--- config.mk ---
export PLATFORM = sky130hd
export DESIGN_NAME = sqrc_ctrl
export DESIGN_NICKNAME = d
export VERILOG_FILES = /design/src/rtl/sqrc_pkg.sv /design/src/rtl/sqrc_ctrl.sv
export SDC_FILE = /design/constraint.sdc
export NUM_CORES = 1
export LEC_CHECK = 0
export ABC_AREA = 1
export CORE_UTILIZATION = 65
export DETAILED_ROUTE_END_ITERATION = 8
export DONT_BUFFER_PORTS = 1
export MAX_ROUTING_LAYER = met4
export PLACE_DENSITY = 0.88
export SLEW_MARGIN = 20
export SYNTH_ARGS = -nofsm -noshare
export SYNTH_HDL_FRONTEND = slang
export SYNTH_SLANG_ARGS = --single-unit
--- constraint.sdc ---
create_clock -name mclk -period 2.6 [get_ports mclk]
set_input_delay 0.26 -clock mclk [delete_from_list [all_inputs] [get_ports mclk]]
set_output_delay 0.26 -clock mclk [all_outputs]
set_load 0.02 [all_outputs]
--- src/rtl/sqrc_pkg.sv ---
package sqrc_pkg;
    localparam int SQRC_ADDR_W = 12;
    localparam int SQRC_NUM_SEQ = 2;
    localparam int SQRC_NUM_MXC = 8;
    // byte addresses of the two control words
    localparam logic [11:0] SQRC_OFF_SEQ0 = 12'h070;
    localparam logic [11:0] SQRC_OFF_SEQ1 = 12'h074;
    // field positions inside a control word
    localparam int SQRC_B_RUN = 25;
    localparam int SQRC_B_ENA = 24;
    localparam int SQRC_B_XTR = 23;
    localparam int SQRC_B_XEN = 22;
    localparam int SQRC_B_SWT = 21;
    localparam int SQRC_B_SNG = 20;
    localparam int SQRC_B_REC = 19;
    localparam int SQRC_B_RES = 18;
    localparam int SQRC_B_DIS = 17;
    localparam int SQRC_B_EN = 16;
    localparam int SQRC_B_MASK_LO = 12;
    localparam int SQRC_B_SWENA_LO = 8;
    localparam int SQRC_B_TSEL_LO = 0;
    // trigger select codes
    localparam logic [4:0] SQRC_TSEL_AC = 5'h10;
    localparam logic [4:0] SQRC_TSEL_SWT0 = 5'h11;
    localparam logic [4:0] SQRC_TSEL_SWT1 = 5'h12;
    localparam logic [4:0] SQRC_TSEL_IMMED = 5'h13;
    localparam logic [4:0] SQRC_TSEL_EXT0 = 5'h18;
    localparam logic [4:0] SQRC_TSEL_EXT1 = 5'h19;
    localparam logic [4:0] SQRC_TSEL_OFF = 5'h1f;

    typedef struct packed {
        logic ext_trig_allow;
        logic ext_arm_allow;
        logic single;
        logic recycle;
        logic [4:0] tsel;
    } sqrc_cfg_t;

    localparam sqrc_cfg_t SQRC_CFG_RST = '{1'b0, 1'b0, 1'b0, 1'b0, SQRC_TSEL_OFF};
    localparam logic [3:0] SQRC_MASK_RST = 4'h0;
    localparam logic [3:0] SQRC_SWENA_RST = 4'h0;

    // gray-coded along idle -> armed -> running
    typedef enum logic [1:0] {
        SQRC_IDLE = 2'b00,
        SQRC_ARMED = 2'b01,
        SQRC_RUN = 2'b11
    } sqrc_state_t;
endpackage

--- src/rtl/sqrc_ctrl.sv ---
`timescale 1ns/1ps
module sqrc_ctrl
    import sqrc_pkg::*;
(
    input wire logic mclk,
    input wire logic rst_b,
    input wire logic [11:0] addr,
    input wire logic [31:0] wdata,
    input wire logic wr,
    input wire logic rd,
    output logic [31:0] rdata,
    input wire logic [7:0] multiplexed_counter_pulse,
    input wire logic ac_sync_pulse,
    input wire logic [1:0] ext_arm_pin,
    input wire logic [1:0] ext_trig_pin,
    input wire logic [1:0] seq_done,
    output logic [1:0] seq_start,
    output logic [1:0] seq_playback_reset,
    output logic [1:0] seq_running_flag,
    output logic [1:0] seq_enabled_flag,
    output logic [1:0] seq_single_mode,
    output logic [1:0] seq_recycle_mode,
    output logic [3:0] seq_shared_sw_mask,
    output logic [3:0] seq_shared_sw_enable
);
    sqrc_cfg_t cfg [SQRC_NUM_SEQ];
    sqrc_cfg_t next_cfg [SQRC_NUM_SEQ];
    logic [3:0] next_mask;
    logic [3:0] next_swena;
    logic [1:0] swt_p, next_swt_p;
    logic [1:0] res_p, next_res_p;
    logic [1:0] dis_p, next_dis_p;
    logic [1:0] arm_p, next_arm_p;
    logic [31:0] next_rdata;
    logic [1:0] hit;
    logic [1:0] ext_q;
    logic [1:0] trig;

    // picks the trigger source for one sequencer; codes without a source give zero
    function automatic logic sel_trig(input logic [4:0] sel, input logic [7:0] mxc, input logic ac,
                                      input logic [1:0] swt, input logic [1:0] ext);
        logic t;
        t = 1'b0;
        case (sel)
            SQRC_TSEL_AC: t = ac;
            SQRC_TSEL_SWT0: t = swt[0];
            SQRC_TSEL_SWT1: t = swt[1];
            SQRC_TSEL_IMMED: t = 1'b1;
            SQRC_TSEL_EXT0: t = ext[0];
            SQRC_TSEL_EXT1: t = ext[1];
            default: t = (sel[4:3] == 2'b00) ? mxc[sel[2:0]] : 1'b0;
        endcase
        return t;
    endfunction

    assign hit[0] = (addr == SQRC_OFF_SEQ0);
    assign hit[1] = (addr == SQRC_OFF_SEQ1);

    // register file: config, shared fields, strobe pulses and read data
    always_comb begin
        next_mask = seq_shared_sw_mask;
        next_swena = seq_shared_sw_enable;
        next_rdata = 32'h0;
        for (int i = 0; i < SQRC_NUM_SEQ; i++) begin
            next_cfg[i] = cfg[i];
            next_swt_p[i] = 1'b0;
            next_res_p[i] = 1'b0;
            next_dis_p[i] = 1'b0;
            next_arm_p[i] = 1'b0;
            if (wr && hit[i]) begin
                next_cfg[i].ext_trig_allow = wdata[SQRC_B_XTR];
                next_cfg[i].ext_arm_allow = wdata[SQRC_B_XEN];
                next_cfg[i].single = wdata[SQRC_B_SNG];
                next_cfg[i].recycle = wdata[SQRC_B_REC];
                next_cfg[i].tsel = wdata[SQRC_B_TSEL_LO +: 5];
                next_swt_p[i] = wdata[SQRC_B_SWT];
                next_res_p[i] = wdata[SQRC_B_RES];
                next_dis_p[i] = wdata[SQRC_B_DIS];
                next_arm_p[i] = wdata[SQRC_B_EN];
                // either word reaches the same shared storage
                next_mask = wdata[SQRC_B_MASK_LO +: 4];
                next_swena = wdata[SQRC_B_SWENA_LO +: 4];
            end
            if (rd && hit[i]) begin
                // strobe positions stay zero on read
                next_rdata[SQRC_B_RUN] = seq_running_flag[i];
                next_rdata[SQRC_B_ENA] = seq_enabled_flag[i];
                next_rdata[SQRC_B_XTR] = cfg[i].ext_trig_allow;
                next_rdata[SQRC_B_XEN] = cfg[i].ext_arm_allow;
                next_rdata[SQRC_B_SNG] = cfg[i].single;
                next_rdata[SQRC_B_REC] = cfg[i].recycle;
                next_rdata[SQRC_B_MASK_LO +: 4] = seq_shared_sw_mask;
                next_rdata[SQRC_B_SWENA_LO +: 4] = seq_shared_sw_enable;
                next_rdata[SQRC_B_TSEL_LO +: 5] = cfg[i].tsel;
            end
        end
    end

    always_ff @(posedge mclk) begin
        if (!rst_b) begin
            for (int i = 0; i < SQRC_NUM_SEQ; i++) begin
                cfg[i] <= SQRC_CFG_RST;
            end
            seq_shared_sw_mask <= SQRC_MASK_RST;
            seq_shared_sw_enable <= SQRC_SWENA_RST;
            swt_p <= 2'h0;
            res_p <= 2'h0;
            dis_p <= 2'h0;
            arm_p <= 2'h0;
            rdata <= 32'h0;
        end else begin
            for (int i = 0; i < SQRC_NUM_SEQ; i++) begin
                cfg[i] <= next_cfg[i];
            end
            seq_shared_sw_mask <= next_mask;
            seq_shared_sw_enable <= next_swena;
            swt_p <= next_swt_p;
            res_p <= next_res_p;
            dis_p <= next_dis_p;
            arm_p <= next_arm_p;
            rdata <= next_rdata;
        end
    end

    generate
        for (genvar i = 0; i < SQRC_NUM_SEQ; i++) begin : g_seq
            logic [2:0] arm_sync, trig_sync;
            logic arm_lvl, trig_lvl, next_arm_lvl, next_trig_lvl;
            logic arm_edge, trig_edge;
            logic arm_set, dis_eff;
            sqrc_state_t state, next_state;
            logic next_start, next_preset;

            // pin filter: a level counts only once stages two and three agree
            always_comb begin
                next_arm_lvl = (arm_sync[1] == arm_sync[2]) ? arm_sync[2] : arm_lvl;
                next_trig_lvl = (trig_sync[1] == trig_sync[2]) ? trig_sync[2] : trig_lvl;
            end

            always_ff @(posedge mclk) begin
                if (!rst_b) begin
                    arm_sync <= 3'h0;
                    trig_sync <= 3'h0;
                    arm_lvl <= 1'b0;
                    trig_lvl <= 1'b0;
                    arm_edge <= 1'b0;
                    trig_edge <= 1'b0;
                end else begin
                    arm_sync <= {arm_sync[1:0], ext_arm_pin[i]};
                    trig_sync <= {trig_sync[1:0], ext_trig_pin[i]};
                    arm_lvl <= next_arm_lvl;
                    trig_lvl <= next_trig_lvl;
                    arm_edge <= next_arm_lvl & ~arm_lvl;
                    trig_edge <= next_trig_lvl & ~trig_lvl;
                end
            end

            // external events count only while their allow bits are set
            assign ext_q[i] = trig_edge & cfg[i].ext_trig_allow;
            assign arm_set = (arm_p[i] & ~dis_p[i]) | (arm_edge & cfg[i].ext_arm_allow);
            // an external arm in the same cycle beats a disable strobe
            assign dis_eff = dis_p[i] & ~arm_set;
            assign trig[i] = sel_trig(cfg[i].tsel, multiplexed_counter_pulse, ac_sync_pulse, swt_p, ext_q);

            // arm, start, end-of-sequence handling
            always_comb begin
                next_state = state;
                next_start = 1'b0;
                next_preset = res_p[i];
                unique case (state)
                    SQRC_IDLE: begin
                        if (arm_set) begin
                            next_state = SQRC_ARMED;
                        end
                    end
                    SQRC_ARMED: begin
                        if (dis_eff) begin
                            next_state = SQRC_IDLE;
                        end else if (trig[i]) begin
                            next_state = SQRC_RUN;
                            next_start = 1'b1;
                        end
                    end
                    SQRC_RUN: begin
                        if (dis_eff) begin
                            next_state = SQRC_IDLE;
                        end else if (res_p[i]) begin
                            next_state = SQRC_ARMED;
                        end else if (seq_done[i]) begin
                            if (cfg[i].recycle) begin
                                next_start = 1'b1;
                            end else if (cfg[i].single && !arm_set) begin
                                next_state = SQRC_IDLE;
                            end else begin
                                next_state = SQRC_ARMED;
                            end
                        end
                    end
                    default: next_state = SQRC_IDLE;
                endcase
            end

            always_ff @(posedge mclk) begin
                if (!rst_b) begin
                    state <= SQRC_IDLE;
                    seq_start[i] <= 1'b0;
                    seq_playback_reset[i] <= 1'b0;
                end else begin
                    state <= next_state;
                    seq_start[i] <= next_start;
                    seq_playback_reset[i] <= next_preset;
                end
            end

            assign seq_running_flag[i] = (state == SQRC_RUN);
            assign seq_enabled_flag[i] = (state != SQRC_IDLE);
            assign seq_single_mode[i] = cfg[i].single;
            assign seq_recycle_mode[i] = cfg[i].recycle;

            AST_RUN_NEEDS_ENA: assert property (@(posedge mclk) disable iff (!rst_b)
                seq_running_flag[i] |-> seq_enabled_flag[i]) else $error("running while not enabled");
            AST_START_RUNS: assert property (@(posedge mclk) disable iff (!rst_b)
                seq_start[i] |-> seq_running_flag[i]) else $error("start without running flag");
            AST_SWT_PULSE: assert property (@(posedge mclk) disable iff (!rst_b)
                (wr && hit[i] && wdata[SQRC_B_SWT]) |=> swt_p[i]) else $error("software trigger lost");
            AST_SINGLE_END: assert property (@(posedge mclk) disable iff (!rst_b)
                (state == SQRC_RUN && seq_done[i] && cfg[i].single && !cfg[i].recycle && !res_p[i]
                 && !dis_p[i] && !arm_set) |=> !seq_enabled_flag[i]) else $error("single mode kept armed");
            AST_RECYCLE_END: assert property (@(posedge mclk) disable iff (!rst_b)
                (state == SQRC_RUN && seq_done[i] && cfg[i].recycle && !res_p[i] && !dis_eff)
                |=> seq_start[i] && seq_running_flag[i]) else $error("recycle did not restart");
            AST_RESET_STROBE: assert property (@(posedge mclk) disable iff (!rst_b)
                (wr && hit[i] && wdata[SQRC_B_RES] && !wdata[SQRC_B_DIS]) ##1 (state == SQRC_RUN)
                |=> seq_playback_reset[i] && !seq_running_flag[i]) else $error("reset strobe ignored");
            AST_DISABLE: assert property (@(posedge mclk) disable iff (!rst_b)
                dis_eff |=> !seq_enabled_flag[i]) else $error("disable did not clear enabled");
            AST_ARM_WRITE: assert property (@(posedge mclk) disable iff (!rst_b)
                (wr && hit[i] && wdata[SQRC_B_EN] && !wdata[SQRC_B_DIS]) |=> ##1 seq_enabled_flag[i])
                else $error("arm write did not enable");
            AST_EXT_ARM: assert property (@(posedge mclk) disable iff (!rst_b)
                (state == SQRC_IDLE && !arm_p[i] && !(arm_edge && cfg[i].ext_arm_allow))
                |=> !seq_enabled_flag[i]) else $error("armed without cause");
            AST_EXT_TRIG_GATE: assert property (@(posedge mclk) disable iff (!rst_b)
                !cfg[i].ext_trig_allow |-> !ext_q[i]) else $error("external trigger passed while barred");
            AST_MXC_ROUTE: assert property (@(posedge mclk) disable iff (!rst_b)
                (cfg[i].tsel < 5'h08) |-> trig[i] == multiplexed_counter_pulse[cfg[i].tsel[2:0]])
                else $error("counter route wrong");
            AST_AC_ROUTE: assert property (@(posedge mclk) disable iff (!rst_b)
                (cfg[i].tsel == SQRC_TSEL_AC) |-> trig[i] == ac_sync_pulse) else $error("ac route wrong");
            AST_SWT_ROUTE: assert property (@(posedge mclk) disable iff (!rst_b)
                (cfg[i].tsel == SQRC_TSEL_SWT1) |-> trig[i] == swt_p[1]) else $error("software route wrong");
            AST_IMMEDIATE: assert property (@(posedge mclk) disable iff (!rst_b)
                (state == SQRC_ARMED && cfg[i].tsel == SQRC_TSEL_IMMED && !dis_eff) |=> seq_start[i])
                else $error("immediate start missing");
            AST_EXT_ROUTE: assert property (@(posedge mclk) disable iff (!rst_b)
                (cfg[i].tsel == SQRC_TSEL_EXT0) |-> trig[i] == ext_q[0]) else $error("external route wrong");
            AST_EXT1_ROUTE: assert property (@(posedge mclk) disable iff (!rst_b)
                (cfg[i].tsel == SQRC_TSEL_EXT1) |-> trig[i] == ext_q[1]) else $error("external one route wrong");
            AST_SWT0_ROUTE: assert property (@(posedge mclk) disable iff (!rst_b)
                (cfg[i].tsel == SQRC_TSEL_SWT0) |-> trig[i] == swt_p[0]) else $error("software zero route wrong");
            // the playback reset pulse must trace back to a reset strobe, never appear on its own
            AST_PB_RESET_CAUSE: assert property (@(posedge mclk) disable iff (!rst_b)
                seq_playback_reset[i] |-> $past(res_p[i])) else $error("playback reset without strobe");
            // a disable write with no external arm allowed must leave the sequencer idle
            AST_DISABLE_WRITE: assert property (@(posedge mclk) disable iff (!rst_b)
                (wr && hit[i] && wdata[SQRC_B_DIS] && !wdata[SQRC_B_XEN] && !cfg[i].ext_arm_allow)
                |=> ##1 !seq_enabled_flag[i]) else $error("disable write left sequencer enabled");
            AST_OFF_NO_START: assert property (@(posedge mclk) disable iff (!rst_b)
                (state == SQRC_ARMED && cfg[i].tsel == SQRC_TSEL_OFF) |=> !seq_start[i])
                else $error("start while triggering off");
            AST_UNASSIGNED: assert property (@(posedge mclk) disable iff (!rst_b)
                (cfg[i].tsel inside {[5'h08:5'h0f], [5'h14:5'h17], [5'h1a:5'h1f]}) |-> !trig[i])
                else $error("unassigned select triggered");

            COV_IMMED_RUN: cover property (@(posedge mclk) disable iff (!rst_b)
                arm_p[i] ##1 (state == SQRC_ARMED) ##1 seq_start[i]);
            COV_RECYCLE: cover property (@(posedge mclk) disable iff (!rst_b)
                (seq_done[i] && cfg[i].recycle && seq_running_flag[i]) ##1 seq_start[i]);
            COV_EXT_ARM: cover property (@(posedge mclk) disable iff (!rst_b)
                arm_edge && cfg[i].ext_arm_allow && state == SQRC_IDLE);
        end
    endgenerate

    AST_SHARED_FIELDS: assert property (@(posedge mclk) disable iff (!rst_b)
        (wr && hit[1]) |=> seq_shared_sw_mask == $past(wdata[15:12]) && seq_shared_sw_enable == $past(wdata[11:8]))
        else $error("shared mask or enable not updated");
    AST_STROBES_READ_ZERO: assert property (@(posedge mclk) disable iff (!rst_b)
        rd |=> rdata[21] == 1'b0 && rdata[18:16] == 3'h0) else $error("strobe bit read nonzero");
    AST_STROBE_ONE_CYCLE: assert property (@(posedge mclk) disable iff (!rst_b)
        (swt_p[0] && !$past(wr)) |-> 1'b0) else $error("software trigger longer than one cycle");
    // read data stands for one cycle only, so an idle bus must read back zero
    AST_RDATA_IDLE: assert property (@(posedge mclk) disable iff (!rst_b)
        !rd |=> rdata == 32'h0) else $error("read data held without read");

    // the port widths are fixed at two sequencers and eight counters
    if (SQRC_NUM_SEQ != 2 || SQRC_NUM_MXC != 8) begin : g_bad_size
        $error("sequencer or counter count does not match the port widths");
    end
    COV_CROSS_SWT: cover property (@(posedge mclk) disable iff (!rst_b)
        swt_p[0] && cfg[1].tsel == SQRC_TSEL_SWT0 && g_seq[1].state == SQRC_ARMED);
endmodule

Yosys cells after proc, flatten, opt, wreduce, memory -nomap -nowiden
Memories as Yosys holds them, arrays and structs flattened.
Cells that the tools add are included.
{"block": "totals", "reg_bits": 76, "ram_bits": 18, "inputBits": 63, "word_cells": 168, "n_memories": 1}
{"name": "cfg", "depth": 2, "word_bits": 9, "read_ports": 2, "rd_clocked_by_memory_dff": 0, "wr": 2, "line_no": "sqrc_ctrl.sv:26", "rtl": "sqrc_cfg_t cfg [SQRC_NUM_SEQ];"}
{"block": "classes", "magnitude_cmp": 2, "n_eq_ne": 30, "muxes": 62, "bitwise_logic": 24, "n_reduce_logical": 19}
{"operator": "equality test 5 bit (second input constant)", "n": 12}
{"operator": "2-to-1 mux 9 bit", "n": 4}
{"operator": "2-to-1 mux 2 bit", "n": 16}
{"operator": "equality test 12 x 7 -> 1 bit (second input constant)", "n": 2}
{"operator": "2-to-1 mux 1 bit", "n": 24}
{"operator": "2-to-1 mux 4 bit", "n": 6}
{"operator": "2-to-1 mux 8 bit", "n": 2}
{"operator": "!= test 4 x 2 -> 1 bit (second input constant)", "n": 4}
{"operator": "AND 1 bit", "n": 12}
{"operator": "case mux 1 bit (6 select lines)", "n": 2}
{"operator": "case mux 2 bit (3 select lines)", "n": 2}
{"operator": "2-to-1 mux 5 bit", "n": 2}
{"operator": "logical NOT 2 bit", "n": 4}
{"operator": "less-than comparator 3 x 4 -> 1 bit (second input constant)", "n": 2}
{"operator": "NOT 1 bit", "n": 8}
{"operator": "AND reduction 4 bit", "n": 2}
{"operator": "binary-select mux 1 bit (select 3 bit)", "n": 2}
{"operator": "logical AND 1 bit", "n": 6}
{"operator": "!= test 3 bit (second input constant)", "n": 2}
{"operator": "nonzero test 2 bit", "n": 3}
{"operator": "equality test 1 bit", "n": 4}
{"operator": "equality test 2 x 1 -> 1 bit (second input constant)", "n": 2}
{"operator": "equality test 2 bit (second input constant)", "n": 2}
{"operator": "!= test 2 bit (second input constant)", "n": 2}
{"operator": "4 further kinds", "n": 10}

Depth between registers and ports, before layout
Gate-level depths: netlist of run 1.
{"block": "logic_depth", "word_depth": 11, "ltp_mapped": 11, "depth_no_buf": 11}

Least setup slack after synthesis of run 1
No wires, ideal clock.
{"block": "synth_timing", "path_type": "register to register", "from": "memory cfg[0][0] (netlist bit)", "to": "register g_seq[0].state[0]", "setup_ns": 0.109, "t_arrival_ns": 1.150, "slack_ns": 1.342, "path_stages_with_launch": 12, "period_less_slack_ns": 1.258, "cell_sequence": "dfxtp_1 buf_2 nor2_1 nand2_1 nand2_1 nor2_1 nor2_1 nand3_1 nand2_1 nand3_1 nand2_1 inv_1"}
{"element": "start: declaration", "line_no": "sqrc_ctrl.sv:26"}
{"element": "end signal: assignment", "line_no": "sqrc_ctrl.sv:209", "rtl": "state <= next_state;"}
{"element": "end: declaration", "line_no": "sqrc_ctrl.sv:131", "rtl": "sqrc_state_t state, next_state;"}

==> metrics.cfg, run 1 <==
[cells_and_area]
diodes = 0
area_delta_synth_final_pct = 5.26
instances_no_fill = 499
drive_gt1_share_pct = 5.56
final_area_um2 = 3410
final_util_pct = 71.6
layout.nets = 490

[yosys]
synth_common_cells = nand2_1 (102), dfxtp_1 (81), nor2_1 (64)
synth_xor_area_share_pct = 0
synth_compound_area_share_pct = 11.2
synth_fa_ha_area_share_pct = 0
yosys_register_bits = 81
synth_largest_area_cell = dfxtp_1
synth.most_common_cell = nand2_1
syn_avg_cell_area_um2 = 7.47
synthDominantCellAreaShare_pct = 50.1
synth.area.top_cells = dfxtp_1 (50%), nand2_1 (12%), nor2_1 (7.4%)
synth_edf_count = 0
syn_inst = 433
synth_top_family_by_area = simple AND/OR/NAND/NOR gates
yosysSeqAreaShare_pct = 50.1
netlist_area_um2 = 3240
muxShareOfSynthArea_pct = 0
synth_flop_cell = dfxtp_1
ys_warn_count = 0
synth_cell_type_count = 25
async_flop_share_pct = 0
synth_simple_gate_area_share_pct = 26.8

[drt]
ant_nets = 0
wirelength_met1_mm = 2.70
vias = 2719
drt_wl_total_mm = 6.64
drtPass1Iterations = 6
routed.top_layer = met4
route.detailed.drc = 0
vias_per_cell = 5.45
dr_wl_met2_mm = 3.16
wl_met3_um = 586
drtIter0Drc = 307
post_drt_wl_per_cell_um = 13.3

[floorplan]
dieWidth_um = 72.6
coreArea_um2 = 4750
initial_core_util_pct = 68.1
fp.dieH_um = 72.6
die_area_um2 = 5260
rows = 25
pin_count = 115

[timing]
period_minus_slack_ps = 1560
timing.fmax_ghz = 0.642
setup_viol = 0
fin_crit_sh_pct = 59.9
worst_pin_slew_ps = 582
hold_viol = 0
finalSetupTns_ps = 0
grt_setup_unrepaired = no
slew_viol_final = 0
clock_skew_ps = 8.19
slew_headroom_pct = 61.1

[setup_path]
path_buf_inv = 2
crit_path_start_kind = flip-flop
rr_startpoint = cfg[0][0]
crit_required_ps = 2850
r2r_setup_slack_ps = 1040
r2r_cells = 9
cp_max_fo = 9
cp_slowest_stage_delay_ps = 510
crit_path_end_kind = flip-flop
r2r_end = g_seq[0].state[0]
cp_cell_sequence = inv_1 > nor3_1 > nor2_1 > nor2_1 > nand3_1 > nand2_1 > nand3_1 > nand2_1 > inv_1
critPathTopFamily = simple AND/OR/NAND/NOR gates
cp_data_arrival_time_ps = 1800
critPathKind = reg -> reg
cpMaxStageDelayCell = dfxtp_1

[placed_design]
hpwl_mm = 4.63
globalplace.congestion = 0.965
place.port_buffers = 0
post_dp_cell_area_um2 = 3170
dp.cells = 482

[clocking]
clkSinkCount = 81
ctsResizeCount = 0
insertion_delay_ps = 340
cts_buffers = 9
cts_tree = built
htreeDepth = 3
clockBufferDepth = 2
clk_root_buffer_cell = clkbuf_8
clk_pin_slew_worst_paths_ps = 80

[run]
drv_cap = 0

[power_and_ir_drop]
irDropWorstVdd_mv = 0.531
power.density_nw_per_um2 = 680
power.leakage_nw = 1.53

[worst_hold_path]
hp-class = in -> reg
hold_end = cfg[0][12]
min_path_cells = 1
hold_start = rst_b

[global_route]
antenna_found_initial = 0
grt.overflow.total = 0
grt_pass1_vias = 2391
grt_start_max_net_pins = 58
grt_usage_pct = 27.4
grt_pass1_wl_mm = 10.6

[outcome]
outcome = finished, final reports clean

-- flip-flops by register name, indices dropped and copies added, names as in the netlist, 4 cells and up --
signal / count
cfg: 18
g_seq.arm_sync: 6
g_seq.state: 4
g_seq.trig_sync: 6
rdata: 19
seq_shared_sw_enable: 4
seq_shared_sw_mask: 4
-- metal layers --
| metal | global-route usage [%] | up-vias |
|---|---|---|
| met3 | 6.39 | 16 |
| met1 | 32.4 | 1230 |
| met5 | - | - |
| met2 | 42.5 | 147 |
| li1 | - | 1326 |
| met4 | 16.1 | 0 |
-- cell families after synthesis --
family	count (synthesis)
simple gates	206
buf+inv	78
other cells	1
flops	81
compound gates	67
-- through the flow --
step	power [mW]	hold slack [ps]	setup slack [ps]
finish	2.31	10.9	1040
global route	2.38	4.40	908
CTS	2.32	1.98	1090
detailed placement	1.32	355	946
global placement	1.32	352	996
floorplan	1.34	358	1340
-- area by class of cell --
class                   instances  area, um^2
clock buffers                  14         163
clock inverters                 2        60.1
fillers                       402        1350
inverters                      47         181
multi-input cells             286        1280
flip-flops and latches         81        1620
well taps                      67        83.8
repair buffers                  2        17.5
-- how the worst max path moves through the flow --
stage,startpoint,end,slack [ps],depth (start not counted)
global placement,addr[1],rdata[15],1000,5
CTS,cfg[0][0],g_seq[0].state[0],1090,9
detailed placement,addr[9],rdata[15],950,7
global route,cfg[0][0],g_seq[0].state[0],910,10
finish,cfg[0][0],g_seq[0].state[0],1040,9
floorplan,cfg[0][0],g_seq[0].state[0],1340,11
-- where the power goes --
group          total [mW]  switching [mW]  leakage [nW]  internal (mW)
clock network        1.02           0.423         0.111          0.596
logic              0.0446          0.0337         0.761         0.0110
registers            1.25         0.00371         0.655           1.25
-- cell usage in the layout, fill, tap and decap left out, types with 3 or more instances in the layout --
cell type	n
nand4_1	7
conb_1	13
a21oi_1	29
nand3_1	20
inv_1	44
nor2_2	4
o21ai_0	26
dfxtp_1	81
o211ai_1	8
clkbuf_8	11
nand2_1	102
clkbuf_1	3
nor3_1	5
nor2_1	64
-- what timing repair did --
action / CTS / global route
setup buffers: 0 / 0
hold endpoints to repair: 1 / 0
hold buffers: 1 / 0
Power figures use the tool's default switching activity.
==> run 2: changes to the inputs <==
CORE_UTILIZATION = 56   (was 65)
PLACE_DENSITY = 0.81   (was 0.88)
clock period = 1.3 ns   (was 2.6 ns; I/O delays follow)
==> run 2 against run 1 <==
  * The run now ends with setup timing left
  * Clock skew up 1.2 ps
  * Sequential cell count unchanged
  * Largest cell class unchanged
  * Cell area rose by 18%
  * First-iteration DRC count is 31% lower
  * Critical path type unchanged
  * Count of clock-buffer cells in the layout is 4 lower
==> metrics.cfg, run 2 (synthesized netlist as in run 1, its figures left out) <==
[worst_hold_path]
hp-class = in -> reg  ; unchanged
hold_start = rst_b  ; unchanged
hold_end = dis_p[0]  ; was cfg[0][12]
min_path_cells = 2  ; was 1

[power_and_ir_drop]
power.leakage_nw = 1.79  ; was 1.53 nW
irDropWorstVdd_mv = 0.732  ; was 0.531 mV
power.density_nw_per_um2 = 1110  ; was 680 nW/um^2
power_mw = 4.46  ; was 2.31 mW

[clocking]
clockBufferDepth = 2  ; unchanged
htreeDepth = 3  ; unchanged
clk_root_buffer_cell = clkbuf_8  ; unchanged
cts_buffers = 9  ; unchanged
cts_tree = built  ; unchanged
clkSinkCount = 81  ; unchanged
clk_pin_slew_worst_paths_ps = 90  ; was 80 ps
insertion_delay_ps = 360  ; was 340 ps

[placed_design]
place.port_buffers = 0  ; unchanged
globalplace.congestion = 0.865  ; was 0.965
dp.cells = 507  ; was 482
post_dp_cell_area_um2 = 3340  ; was 3170 um^2
hpwl_mm = 5.22  ; was 4.63 mm
post-place-ws_ps = -45.4  ; was 946 ps

[setup_path]
cp_cell_sequence = buf_4 > nor2_4 > nand2_1 > nand3_1 > nand4_1 > nand2_1 > nand2_2 > a21oi_2  ; was inv_1 > nor3_1 > nor2_1 > nor2_1 > nand3_1 > nand2_1 > nand3_1 > nand2_1 > inv_1
crit_path_start_kind = flip-flop  ; unchanged
path_common_cell = nand2_1
crit_required_ps = 1590  ; was 2850 ps
r2r_setup_slack_ps = -20  ; was 1040 ps
cp_data_arrival_time_ps = 1610  ; was 1800 ps
critPathTopFamily = simple AND/OR/NAND/NOR gates  ; unchanged
cp_slowest_stage_delay_ps = 350  ; was 510 ps
critPathKind = reg -> reg  ; unchanged
r2r_cells = 8  ; was 9
crit_path_end_kind = flip-flop  ; unchanged
rr_startpoint = cfg[0][9]  ; was cfg[0][0]
cp_max_fo = 4  ; was 9
cpMaxStageDelayCell = dfxtp_2  ; was dfxtp_1
r2r_end = g_seq[1].state[1]  ; was g_seq[0].state[0]
path_buf_inv = 1  ; was 2

[timing]
slew_headroom_pct = 60.3  ; was 61.1%
hold_viol = 0  ; unchanged
period_minus_slack_ps = 1320  ; was 1560 ps
worst_pin_slew_ps = 594  ; was 582 ps
setup_viol = 2  ; was 0
slew_viol_final = 0  ; unchanged
holdWs_ps = 19.4  ; was 10.9 ps
clock_skew_ps = 9.40  ; was 8.19 ps
fin_crit_sh_pct = 102  ; was 59.9%
timing.fmax_ghz = 0.757  ; was 0.642 GHz
grt_setup_unrepaired = yes  ; was no
worst_slack_ps = -21.2  ; was 1040 ps
finalSetupTns_ps = -39.9  ; was 0 ps

[cells_and_area]
final_common_cell = nand2_1  ; unchanged
regMostFlops = rdata  ; unchanged
fillers = 436  ; was 402
drive_gt1_share_pct = 16.8  ; was 5.56%
layout_common_cells = nand2_1 (99), dfxtp_1 (75), nor2_1 (60)  ; was nand2_1 (102), dfxtp_1 (81), nor2_1 (64)
instances_no_fill = 559  ; was 499
largest_register_ffs = 19  ; unchanged
final_area_um2 = 4030  ; was 3410 um^2
top_regs = rdata: 19 flops, cfg: 18 flops  ; unchanged
diodes = 0  ; unchanged
layout.nets = 545  ; was 490
final_util_pct = 72.7  ; was 71.6%
area_delta_synth_final_pct = 24.5  ; was 5.26%

[global_route]
grt_pass1_vias = 2773  ; was 2,391
grt_start_max_net_pins = 55  ; was 58
grt.overflow.total = 0  ; unchanged
antenna_found_initial = 0  ; unchanged
grt_pass1_wl_mm = 12.8  ; was 10.6 mm
grt_usage_pct = 28.4  ; was 27.4%

[drt]
drtIter0Drc = 211  ; was 307
ant_nets = 0  ; unchanged
drt_wl_total_mm = 8.33  ; was 6.64 mm
post_drt_wl_per_cell_um = 14.9  ; was 13.3 um
vias_per_cell = 5.34  ; was 5.45
route.detailed.drc = 0  ; unchanged
drtPass1Iterations = 5  ; was 6
vias = 2985  ; was 2,719

[outcome]
failed_checks = setup timing
outcome = finished, violations left  ; was finished, final reports clean

[floorplan]
pin_count = 115  ; unchanged
initial_core_util_pct = 58.4  ; was 68.1%
coreArea_um2 = 5540  ; was 4750 um^2
die_area_um2 = 6090  ; was 5260 um^2
dieWidth_um = 78.0  ; was 72.6 um
fp.dieH_um = 78.0  ; was 72.6 um
rows = 27  ; was 25

[run]
drv_cap = 0  ; unchanged

## run 2: cell type report
type,count,area (um^2),area share (%)
Inverter,47,189,4.69
Sequential cell,81,1640,40.6
Clock buffer,10,138,3.42
Multi-Input combinational cell,286,1380,34.2
Tap cell,72,90.1,2.24
Timing Repair Buffer,57,548,13.6
Clock inverter,6,48.8,1.21
## run 2: worst max-delay path by stage
stage	depth (start not counted)	startpoint	to	slack [ps]
2_1_floorplan	11	cfg[0][0]	g_seq[0].state[0]	40
3_3_place_gp	10	cfg[0][0]	g_seq[0].state[0]	-20
3_5_place_dp	10	cfg[0][0]	g_seq[0].state[0]	-50
4_1_cts	10	cfg[0][9]	seq_start[1]	5
5_1_grt	10	cfg[0][9]	g_seq[1].state[1]	-60
6_report	8	cfg[0][9]	g_seq[1].state[1]	-20
## run 2: layer usage
metal,share of wire [%],track usage (%),vias up
met1,39,32.5,1376
met2,50,46.7,146
li1,-,-,1441
met3,8.0,6.63,22
met4,2.5,14.1,0
met5,0,-,-
## run 2: report_power, final
part | switching, mW | total [mW] | internal (mW)
Sequential | 0.00695 | 2.50 | 2.49
Clock | 0.991 | 1.76 | 0.770
Combinational | 0.116 | 0.200 | 0.0835
## run 2: repair_timing
action / 4_1_cts / 5_1_grt
setup buffers: 0 / 6
pin swaps: 4 / 21
endpoints found under the hold margin: 68 / 0
endpoints found under the setup margin: 6 / 9
hold buffers: 30 / 0
resized for setup: 8 / 41
==> run 3: changes to the inputs <==
==> constraint.sdc (replaced) <==
create_clock -name mclk -period 1.3 [get_ports mclk]
set_input_delay 0.195 -clock mclk [delete_from_list [all_inputs] [get_ports mclk]]
set_output_delay 0.195 -clock mclk [all_outputs]
set_load 0.02 [all_outputs]
==> run 3 against run 2 <==
  * The flow now finishes without violations
  * Global-route usage is 0.46 points higher
  * Setup slack better by 25 ps
  * Total power increased by 2.0%
  * Die area unchanged
  * Critical path depth increased by 2
  * Cell area decreased by 1.5%
  * Sequential share of layout area is 0.77 points higher
  * First-iteration DRC count down 7.1%
==> metrics.cfg, run 3 (synthesized netlist as in run 1, its figures left out) <==
[setup_path]
crit_path_start_kind = flip-flop  ; unchanged
cpMaxStageDelayCell = dfxtp_4  ; was dfxtp_2
path_common_cell = nand2_1  ; unchanged
critPathKind = reg -> reg  ; unchanged
path_buf_inv = 2  ; was 1
cp_cell_sequence = buf_6 > nand3_2 > nand2_1 > nor2_1 > nor2_1 > nand3_1 > nand2_1 > nand3_1 > nand2_1 > inv_1  ; was buf_4 > nor2_4 > nand2_1 > nand3_1 > nand4_1 > nand2_1 > nand2_2 > a21oi_2
crit_path_end_kind = flip-flop  ; unchanged
cp_slowest_stage_delay_ps = 400  ; was 350 ps
critPathTopFamily = simple AND/OR/NAND/NOR gates  ; unchanged
cp_data_arrival_time_ps = 1550  ; was 1610 ps
cp_max_fo = 5  ; was 4
crit_required_ps = 1550  ; was 1590 ps

[global_route]
grt.overflow.total = 0  ; unchanged
grt_usage_pct = 28.8  ; was 28.4%
grt_pass1_wl_mm = 13.2  ; was 12.8 mm
antenna_found_initial = 0  ; unchanged
grt_start_max_net_pins = 48  ; was 55
grt_pass1_vias = 2853  ; was 2,773

[timing]
hold_viol = 0  ; unchanged
grt_setup_unrepaired = yes  ; unchanged
timing.fmax_ghz = 0.772  ; was 0.757 GHz
worst_pin_slew_ps = 579  ; was 594 ps
slew_viol_final = 0  ; unchanged
fin_crit_sh_pct = 99.7  ; was 102%
worst_slack_ps = 3.84  ; was -21.2 ps
period_minus_slack_ps = 1300  ; was 1320 ps
slew_headroom_pct = 61.3  ; was 60.3%
clock_skew_ps = 5.69  ; was 9.40 ps
setup_viol = 0  ; was 2

[cells_and_area]
area_delta_synth_final_pct = 22.6  ; was 24.5%
drive_gt1_share_pct = 17.1  ; was 16.8%
instances_no_fill = 552  ; was 559
layout.nets = 538  ; was 545
top_regs = rdata: 19 flops, cfg: 18 flops  ; unchanged
largest_register_ffs = 19  ; unchanged
final_common_cell = nand2_1  ; unchanged
layout_common_cells = nand2_1 (97), dfxtp_1 (72), nor2_1 (60)  ; was nand2_1 (99), dfxtp_1 (75), nor2_1 (60)
diodes = 0  ; unchanged
regMostFlops = rdata  ; unchanged

[floorplan]
pin_count = 115  ; unchanged
fp.dieH_um = 78.0  ; unchanged
rows = 27  ; unchanged
initial_core_util_pct = 58.4  ; unchanged
die_area_um2 = 6090  ; unchanged
dieWidth_um = 78.0  ; unchanged
coreArea_um2 = 5540  ; unchanged

[power_and_ir_drop]
power_mw = 4.55  ; was 4.46 mW
p_seq_share_pct = 54.8  ; was 56.0%
irDropWorstVdd_mv = 1.04  ; was 0.732 mV
p_clk_share_pct = 41.1  ; was 39.5%
combPwrFrac_pct = 4.0  ; was 4.5%
p_int_mw = 3.52  ; was 3.34 mW
power.leakage_nw = 1.74  ; was 1.79 nW
p_sw_share_pct = 22.6  ; was 25.0%
power.density_nw_per_um2 = 1150  ; was 1110 nW/um^2
p_switching_mw = 1.03  ; was 1.11 mW

[placed_design]
globalplace.congestion = 0.874  ; was 0.865
place.port_buffers = 0  ; unchanged
hpwl_mm = 5.18  ; was 5.22 mm
dp.cells = 509  ; was 507
post-place-ws_ps = -78.6  ; was -45.4 ps

[clocking]
cts_buffers = 9  ; unchanged
htreeDepth = 3  ; unchanged
cts_tree = built  ; unchanged
insertion_delay_ps = 350  ; was 360 ps
clkSinkCount = 81  ; unchanged
clk_root_buffer_cell = clkbuf_8  ; unchanged
clockBufferDepth = 2  ; unchanged
clk_pin_slew_worst_paths_ps = 80  ; was 90 ps

[drt]
drtPass1Iterations = 5  ; unchanged
route.detailed.drc = 0  ; unchanged
vias = 2905  ; was 2,985
post_drt_wl_per_cell_um = 14.5  ; was 14.9 um
drtIter0Drc = 196  ; was 211
ant_nets = 0  ; unchanged
drt_wl_total_mm = 7.98  ; was 8.33 mm
vias_per_cell = 5.26  ; was 5.34

[worst_hold_path]
hp-class = in -> reg  ; unchanged

[run]
drv_cap = 0  ; unchanged

[outcome]
outcome = finished, final reports clean  ; was finished, violations left

[run 3: changes by cell type in the layout (fill, tap and decap cells not counted), sizes merged]
cell,delta
dlygate4sd3,-4
clkbuf,+1
clkinvlp,+1
inv,-2
bufinv,+1
clkinv,-1
buf,-3
[run 3: through the flow]
| step | TNS, ps | util [%] | instance area [um^2] | hold WS [ps] |
|---|---|---|---|---|
| global route | -255 | 71.6 | 3970 | 8.13 |
| detailed placement | -226 | 60.6 | 3360 | 291 |
| finish | 0 | 71.6 | 3970 | 15.6 |
| floorplan | 0 | - | 3280 | 293 |
| CTS | -10.7 | 69.6 | 3850 | 1.36 |
| global placement | -40.2 | 60.6 | 3360 | 286 |
[run 3: worst paths after layout]
path,start,to,slack (ps),depth (start not counted)
worst max-delay path,cfg[0][0],g_seq[0].state[0],4,10
worst min-delay path,wdata[20],cfg[0][6],20,2
worst max register to register,cfg[0][0],g_seq[0].state[0],4,10
worst min register to register,g_seq[0].arm_sync[0],g_seq[0].arm_sync[1],410,2
[run 3: timing repair]
action,4_1_cts,5_1_grt
hold buffers,26,0
endpoints found under the setup margin,6,9
pin swaps,3,14
endpoints found under the hold margin,56,0
setup buffers,0,1
gates resized for setup,10,39
[run 3: per-layer routing]
metal / share of wire, % / GRT usage, % / wire [um]
met1: 39 / 31.2 / 3130
met2: 51 / 49.4 / 4060
met3: 7.8 / 9.88 / 620
met4: 2.2 / 9.81 / 173
met5: 0 / - / 0
[run 3: layout make-up]
cell class              count  area, um^2
clock inverters             5        63.8
flip-flops and latches     81        1640
repair buffers             50         474
multi-input cells         286        1370
well taps                  72        90.1
clock buffers              11         141
fillers                   454        1570
inverters                  47         186
[run 3: power groups by stage]
stage | registers [mW] | logic (mW) | clock network (mW)
finish | 2.49 | 0.183 | 1.87
floorplan | 2.56 | 0.128 | 0
CTS | 2.50 | 0.178 | 1.89
global placement | 2.56 | 0.0861 | 0
detailed placement | 2.56 | 0.0881 | 0
global route | 2.50 | 0.200 | 2.04
